--- config.mk ---
export PLATFORM = sky130hd
export DESIGN_NAME = txc_regs
export DESIGN_NICKNAME = d
export VERILOG_FILES = /design/src/design/txc_pkg.sv /design/src/design/txc_nvm_loader.sv /design/src/design/txc_regs.sv
export SDC_FILE = /design/constraint.sdc
export NUM_CORES = 1
export LEC_CHECK = 0
export BUFFER_PORTS_ARGS = -buffer_cell sky130_fd_sc_hd__buf_2
export CORE_ASPECT_RATIO = 0.8
export CORE_MARGIN = 2
export CORE_UTILIZATION = 50
export DETAILED_ROUTE_END_ITERATION = 12
export PLACE_DENSITY_LB_ADDON = 0.1
export SLEW_MARGIN = 40
export SYNTH_ARGS = -nofsm -noshare
export SYNTH_HDL_FRONTEND = slang
export SYNTH_SLANG_ARGS = --single-unit
--- constraint.sdc ---
create_clock -name pclk -period 3.74 [get_ports pclk]
set_input_delay 0.187 -clock pclk [delete_from_list [all_inputs] [get_ports pclk]]
set_output_delay 0.187 -clock pclk [all_outputs]
set_load 0.1 [all_outputs]
--- src/design/txc_pkg.sv ---
// txc_pkg: constants and types for the transmit power and configuration register bank
package txc_pkg;
  // =========================================
  // register indices (byte address is index times four)
  localparam logic [7:0]  TXC_IDX_TXPWR    = 8'h1C;
  localparam logic [7:0]  TXC_IDX_NVMCTL   = 8'h1F;
  localparam logic [7:0]  TXC_IDX_SUB_A    = 8'h90;  // 144
  localparam logic [7:0]  TXC_IDX_SUB_VREG = 8'h97;  // 151
  localparam logic [7:0]  TXC_IDX_SUB_B    = 8'h99;  // 153
  localparam logic [7:0]  TXC_IDX_SUB_C    = 8'h9B;  // 155
  localparam logic [7:0]  TXC_IDX_SUB_D    = 8'hA5;  // 165
  localparam logic [7:0]  TXC_IDX_SUB_MOD  = 8'hAA;  // 170
  localparam logic [7:0]  TXC_IDX_STATUS   = 8'hC0;  // nvm load status
  localparam logic [11:0] TXC_ADDR_BITS    = 12'hFFC;  // only the byte lane bits are ignored

  // =========================================
  // field positions
  localparam int TXC_PWR_LSB  = 4;
  localparam int TXC_PWR_MSB  = 15;
  localparam int TXC_PWR_EN   = 0;
  localparam int TXC_NVM_TRIG = 4;
  localparam int TXC_MOD_LSB  = 4;
  localparam int TXC_MOD_MSB  = 7;

  // =========================================
  // reset values
  localparam logic [15:0] TXC_RST_TXPWR = 16'h0000;
  localparam logic [7:0]  TXC_RST_SUB   = 8'h00;
  // revision code: arbitrary neutral value
  localparam logic [7:0]  TXC_REVISION  = 8'h10;

  // =========================================
  // timing
  localparam int TXC_CLK_MHZ     = 125;
  localparam int TXC_NVM_LOAD_US = 200;
  localparam int TXC_NVM_CYCLES  = TXC_NVM_LOAD_US * TXC_CLK_MHZ;

  typedef enum logic [1:0] {TXC_NVM_IDLE, TXC_NVM_BUSY, TXC_NVM_DONE} txc_nvm_st_t;

  // byte address of register index
  function automatic logic [11:0] txc_addr(input logic [7:0] idx);
    txc_addr = {2'b00, idx, 2'b00};
  endfunction : txc_addr
endpackage : txc_pkg

--- src/design/txc_nvm_loader.sv ---
// txc_nvm_loader: times the manual nonvolatile load sequence
`timescale 1ns/1ns
module txc_nvm_loader #(
  parameter int LOAD_CYCLES = txc_pkg::TXC_NVM_CYCLES
) (
  input  wire logic                pclk,
  input  wire logic                presetn,
  input  wire logic                start,
  input  wire logic                trig_level,
  output logic                     busy,
  output logic                     load_pulse
);
  import txc_pkg::*;

  typedef struct packed {
    txc_nvm_st_t st;
    logic [31:0] cnt;
    logic        busy;
    logic        pulse;
  } txc_ld_t;

  txc_ld_t s_q, s_d;

  // =========================================
  // sequence: start -> busy count -> done until trigger negated
  always_comb begin
    s_d       = s_q;
    s_d.pulse = 1'b0;
    case (s_q.st)
      TXC_NVM_IDLE: begin
        if (start) begin
          s_d.st    = TXC_NVM_BUSY;
          s_d.cnt   = 32'(LOAD_CYCLES - 1);
          s_d.busy  = 1'b1;
          s_d.pulse = 1'b1;
        end
      end
      TXC_NVM_BUSY: begin
        if (s_q.cnt == 32'h0) begin
          s_d.st   = TXC_NVM_DONE;
          s_d.busy = 1'b0;
        end else begin
          s_d.cnt = s_q.cnt - 32'h1;
        end
      end
      TXC_NVM_DONE: begin
        if (!trig_level) begin
          s_d.st = TXC_NVM_IDLE;
        end
      end
      default: s_d.st = TXC_NVM_IDLE;
    endcase
  end

  // state register
  always_ff @(posedge pclk or negedge presetn) begin
    if (!presetn) begin
      s_q <= '{TXC_NVM_IDLE, 32'h0, 1'b0, 1'b0};
    end else begin
      s_q <= s_d;
    end
  end

  assign busy       = s_q.busy;
  assign load_pulse = s_q.pulse;
endmodule : txc_nvm_loader

--- src/design/txc_regs.sv ---
// txc_regs: APB register bank for transmit power, nvm load and configuration
//
// Behaviour
// - The power request is 12 bits in 15..4, 1/32 dBm steps from -80 dBm at 0x000.
// - Writing bit 0 of the power register as 1 makes the power request steer the output.
// - Writing 1 to bit 4 of the load register while it holds 0 and no load is busy starts a nonvolatile load.
// - Reading the revision register gives major and minor revision nibbles in bits 7..0.
// - Bits 7..4 of register 170 enable the I, IB, Q and QB modulator channels.
`timescale 1ns/1ns
module txc_regs #(
  parameter int NVM_CYCLES = txc_pkg::TXC_NVM_CYCLES
) (
  input  wire logic        pclk,
  input  wire logic        presetn,
  input  wire logic        psel,
  input  wire logic        penable,
  input  wire logic        pwrite,
  input  wire logic [11:0] paddr,
  input  wire logic [31:0] pwdata,
  input  wire logic [3:0]  pstrb,
  output logic      [31:0] prdata,
  output logic             pready,
  output logic             pslverr,
  output logic      [11:0] tx_power_code,
  output logic             tx_power_ctrl_en,
  output logic             nvm_load_start,
  output logic             nvm_load_busy,
  output logic      [7:0]  second_regulator_voltage,
  output logic      [7:0]  reserved_cfg_a,
  output logic      [7:0]  reserved_cfg_b,
  output logic      [7:0]  reserved_cfg_c,
  output logic      [7:0]  reserved_cfg_d,
  output logic      [3:0]  modulator_channel_en
);
  import txc_pkg::*;

  typedef struct packed {
    logic [15:0] txpwr;
    logic        nvm_trig;
    logic [7:0]  sub_a;
    logic [7:0]  vreg;
    logic [7:0]  sub_b;
    logic [7:0]  sub_c;
    logic [7:0]  sub_d;
    logic [7:0]  sub_mod;
    logic [31:0] rdata;
    logic        ready;
    logic        err;
    logic        start;
  } txc_regs_t;

  txc_regs_t r_q, r_d;
  logic      ld_busy;
  logic      ld_pulse;

  // merge a byte lane write into an 8 bit register
  function automatic logic [7:0] txc_wr8(input logic [7:0] old, input logic [31:0] wd,
                                         input logic [3:0] st);
    txc_wr8 = st[0] ? wd[7:0] : old;
  endfunction : txc_wr8

  // merge byte lane writes into a 16 bit register
  function automatic logic [15:0] txc_wr16(input logic [15:0] old, input logic [31:0] wd,
                                           input logic [3:0] st);
    txc_wr16 = {st[1] ? wd[15:8] : old[15:8], st[0] ? wd[7:0] : old[7:0]};
  endfunction : txc_wr16

  // address is mapped when it hits one of the registers
  function automatic logic txc_hit(input logic [11:0] a);
    txc_hit = (a == txc_addr(TXC_IDX_TXPWR))    || (a == txc_addr(TXC_IDX_NVMCTL))   ||
              (a == txc_addr(TXC_IDX_SUB_A))    || (a == txc_addr(TXC_IDX_SUB_VREG)) ||
              (a == txc_addr(TXC_IDX_SUB_B))    || (a == txc_addr(TXC_IDX_SUB_C))    ||
              (a == txc_addr(TXC_IDX_SUB_D))    || (a == txc_addr(TXC_IDX_SUB_MOD))  ||
              (a == txc_addr(TXC_IDX_STATUS));
  endfunction : txc_hit

  // =========================================
  // nvm load sequencer
  txc_nvm_loader #(
    .LOAD_CYCLES (NVM_CYCLES)
  ) u_nvm (
    .pclk       (pclk),
    .presetn    (presetn),
    .start      (r_q.start),
    .trig_level (r_q.nvm_trig),
    .busy       (ld_busy),
    .load_pulse (ld_pulse)
  );

  // =========================================
  // apb access: one wait state, answer in the second access cycle
  always_comb begin
    logic        acc;
    logic        wr;
    logic [11:0] a;
    acc     = psel && penable && !r_q.ready;
    wr      = acc && pwrite;
    a       = paddr & TXC_ADDR_BITS;
    r_d       = r_q;
    r_d.ready = acc;
    r_d.err   = acc && !txc_hit(a);
    r_d.start = 1'b0;
    r_d.rdata = 32'h0; // read data stands one cycle, zero on writes and refusals
    if (wr) begin
      if (a == txc_addr(TXC_IDX_TXPWR)) begin
        r_d.txpwr = txc_wr16(r_q.txpwr, pwdata, pstrb);
      end
      if (a == txc_addr(TXC_IDX_NVMCTL) && pstrb[0]) begin
        r_d.nvm_trig = pwdata[TXC_NVM_TRIG];
        r_d.start    = pwdata[TXC_NVM_TRIG] && !r_q.nvm_trig;
      end
      if (a == txc_addr(TXC_IDX_SUB_A)) begin
        r_d.sub_a = txc_wr8(r_q.sub_a, pwdata, pstrb);
      end
      if (a == txc_addr(TXC_IDX_SUB_VREG)) begin
        r_d.vreg = txc_wr8(r_q.vreg, pwdata, pstrb);
      end
      if (a == txc_addr(TXC_IDX_SUB_B)) begin
        r_d.sub_b = txc_wr8(r_q.sub_b, pwdata, pstrb);
      end
      if (a == txc_addr(TXC_IDX_SUB_C)) begin
        r_d.sub_c = txc_wr8(r_q.sub_c, pwdata, pstrb);
      end
      if (a == txc_addr(TXC_IDX_SUB_D)) begin
        r_d.sub_d = txc_wr8(r_q.sub_d, pwdata, pstrb);
      end
      if (a == txc_addr(TXC_IDX_SUB_MOD)) begin
        r_d.sub_mod = txc_wr8(r_q.sub_mod, pwdata, pstrb);
      end
    end
    // readback: write-only registers read as zero
    if (acc && !pwrite) begin
      if (a == txc_addr(TXC_IDX_NVMCTL)) begin
        r_d.rdata = {24'h0, TXC_REVISION};
      end
      if (a == txc_addr(TXC_IDX_STATUS)) begin
        r_d.rdata = {30'h0, r_q.nvm_trig, ld_busy};
      end
    end
  end

  // state register
  always_ff @(posedge pclk or negedge presetn) begin
    if (!presetn) begin
      r_q <= '{TXC_RST_TXPWR, 1'b0, TXC_RST_SUB, TXC_RST_SUB, TXC_RST_SUB, TXC_RST_SUB,
               TXC_RST_SUB, TXC_RST_SUB, 32'h0, 1'b0, 1'b0, 1'b0};
    end else begin
      r_q <= r_d;
    end
  end

  // outputs straight from flip-flops
  assign prdata                   = r_q.rdata;
  assign pready                   = r_q.ready;
  assign pslverr                  = r_q.err;
  assign tx_power_code            = r_q.txpwr[TXC_PWR_MSB:TXC_PWR_LSB];
  assign tx_power_ctrl_en         = r_q.txpwr[TXC_PWR_EN];
  assign nvm_load_start           = ld_pulse;
  assign nvm_load_busy            = ld_busy;
  assign second_regulator_voltage = r_q.vreg;
  assign reserved_cfg_a           = r_q.sub_a;
  assign reserved_cfg_b           = r_q.sub_b;
  assign reserved_cfg_c           = r_q.sub_c;
  assign reserved_cfg_d           = r_q.sub_d;
  assign modulator_channel_en     = r_q.sub_mod[TXC_MOD_MSB:TXC_MOD_LSB];
endmodule : txc_regs

==> summary.txt <==
Detail Route Antenna Nets: 0
Worst hold path startpoint: pwdata[14]
Number of core rows: 31
Finished Cell Area: 0.00554 mm2
GRT Residual Overflow: 0
WHS Endpoint: tx_power_code[10]$_DFFE_PN0P_
Root buf cell: clkbuf_16
MaxCap Viol Count: 0
Min Tclk post-route: 2.59 ns
Reg2Reg Depth: 5
R2R Setup Slk: 1.15 ns
CP startpoint: u_nvm.s_q[8]$_DFFE_PN0P_
Max Fclk: 386 MHz
Mapped Cells: 386
#FFs+latches synth: 100
Required time of the critical path: 3.97 ns
Boundary pin count: 146
Remaining DRCs: 13
Fillcell total: 765
Number of flops mapped to enable cells by yosys: 0
Hold Path Class: in -> reg
Placed Area: 0.00521 mm2
Primary FF master, synth: dfrtp_1
Ys Warns: 0
Final Power: 2.27 mW
Vias per std cell: 5.54
Final Hold Vio Count: 0
Area of the multi-input gates: 0.00205 mm2
DP HPWL: 6.89 mm
Post-Syn Area: 0.00475 mm2
Final setup fails: 0
DIE AREA: 0.0103 mm2
Finished Layout Cells: 603
CP Capture Type: flop
Pin count of the biggest net entering global routing: 79
Total CTS buffers: 9
Slew of the pin with the lowest slew margin: 0.767 ns
Buffers added on ports: 96
Core Area: 0.00915 mm2
Pre-Repair DR Iteration Count: 8
Failing checks: design-rule violations
Die Height: 91.2 um
Tcrit/Tclk final: 69.3%
Final #Nets: 539
Synth cell types: 65
Via count: 3343
Pleak: 3.02 nW
Clock Skews: 0.00559 ns
Sequential cell area: 0.00250 mm2
Fraction of layout cells with a size suffix above 1: 37.1%
Run status: finished with violations
Worst vdd ir: 0.000387 V
Relative slew slack: 48.6%
WHS Path Cells: 2
Chip Width: 113 um
Initial DRC Count: 198
Fin util: 60.5%
Number of gates resized after CTS: 0
First-pass GRT wire length: 16.0 mm
Sink Count: 100
Placer congestion estimate: 0.805
H-tree depth: 3
Inst Count DP: 587
Slew Viols, Final: 0
Vias in the first global route: 3193
Syn_area_per_cell: 12.3 um2
Sequential area share after synthesis: 52.6%
Setup TNS: 0 ns
CTS tree: done
GRT Total Usage: 19.6%
CP Max Fanout: 20
Worst-path clk slew: 0.07 ns
Most common cell after layout, fill and taps aside: dfrtp_1
RR Startpoint: u_nvm.s_q[8]$_DFFE_PN0P_
CP startpoint kind: flop
Worst R2R End: u_nvm.s_q[4]$_DFFE_PN0P_
Post-Route WL: 9.58 mm
Most frequent cells in the layout: dfrtp_1 (100), buf_2 (95), mux2_2 (42), conb_1 (29), nand2_1 (28)
RSZ-0062 raised after global routing: false
Pwr/cell area: 411 mW/mm2
Worst skew pair latency: 0.34 ns
Critical Path AT: 2.83 ns
Clk buf depth: 2
Antenna diode count: 0
Area Growth Syn to Fin: 16.5%
Share of flip-flops with an asynchronous set or reset: 100%
Starting Density: 51.9%
CP Class: reg -> reg
Initial antenna violation count: 0
Wire length per cell: 15.9 um
[layout make-up]
type | count | share of cell area [%]
sequential | 100 | 45.2
multi-input combinational | 270 | 37.0
timing repair buffer | 99 | 9.24
clock buffer | 9 | 4.07
tap | 115 | 2.60
clock inverter | 6 | 1.63
inverter | 4 | 0.271
[worst max-delay path: stages, from the launching register on]
cell	delay, ns
dfrtp_1	0.43
nor4_4	0.51
nand4_2	0.36
o31ai_4	0.78
nand2_1	0.17
o211a_1	0.23
[cells in the mapped netlist, types with 6 or more instances]
library cell | count | area share (%)
dfrtp_1 | 100 | 53
mux2_2 | 42 | 9.9
buf_4 | 29 | 4.6
nand2_1 | 28 | 2.2
nor2_1 | 13 | 1.0
nand3_1 | 12 | 1.3
nor3_1 | 11 | 1.2
a21oi_1 | 9 | 0.95
mux2i_1 | 9 | 1.9
or3_1 | 9 | 1.2
mux2_1 | 8 | 1.9
mux2_4 | 8 | 2.5
o31ai_1 | 7 | 1.1
o21ai_0 | 6 | 0.63
[power breakdown]
group / total, mW / switching [mW] / internal, mW
clock: 0.976 / 0.394 / 0.582
sequential: 1.08 / 0.00124 / 1.08
combinational: 0.213 / 0.190 / 0.0229
total: 2.27 / 0.585 / 1.69
[logic make-up after synthesis]
| group | count (synthesis) | synth area share (%) |
|---|---|---|
| and+or+nand+nor | 122 | 16.1 |
| DFF | 100 | 52.6 |
| muxes | 67 | 16.3 |
| AOI/OAI and AO/OA | 45 | 7.00 |
| buffers and inverters | 44 | 6.47 |
| xor gates and xnor gates | 5 | 0.921 |
| adders and majority gates | 2 | 0.526 |
| other | 1 | 0.0789 |
[flip-flops by register name, summed over array words and instances, names as in the netlist]
register                  count
modulator_channel_en          4
prdata                        3
pready                        1
pslverr                       1
r_q                           2
reserved_cfg_a                8
reserved_cfg_b                8
reserved_cfg_c                8
reserved_cfg_d                8
second_regulator_voltage      8
tx_power_code                12
tx_power_ctrl_en              1
u_nvm.busy                    1
u_nvm.load_pulse              1
u_nvm.s_q                    34
[what timing repair did]
item                      4_1_cts  5_1_grt
buffers inserted                0        0
hold endpoints to repair       77        0
hold buffers                    1        0
[through the flow]
step,worst slack (ns),hold WS [ns]
final,1.15,0.0777
after detailed placement,1.17,0.271
after floorplan,1.25,-0.109
after CTS,1.14,0.0663
after global routing,0.884,0.0753
after global placement,1.22,0.410
[routing by layer]
metal | up-vias | wire length, um | GRT usage [%]
li1 | 1552 | - | -
met1 | 1668 | 4750 | 29.5
met2 | 118 | 4120 | 27.8
met3 | 5 | 622 | 6.21
met4 | 0 | 85 | 4.17
met5 | - | 0 | 0
[worst max-delay path by stage]
stage	to	slack, ns	depth (start not counted)
3_5_place_dp	u_nvm.s_q[4]$_DFFE_PN0P_	1.17	5
6_report	u_nvm.s_q[4]$_DFFE_PN0P_	1.15	5
4_1_cts	u_nvm.s_q[4]$_DFFE_PN0P_	1.14	5
3_3_place_gp	u_nvm.s_q[4]$_DFFE_PN0P_	1.22	5
5_1_grt	u_nvm.s_q[4]$_DFFE_PN0P_	0.88	5
2_1_floorplan	reserved_cfg_d[0]$_DFFE_PN0P_	1.25	8
No activity file was read; power rests on OpenSTA's default activity.
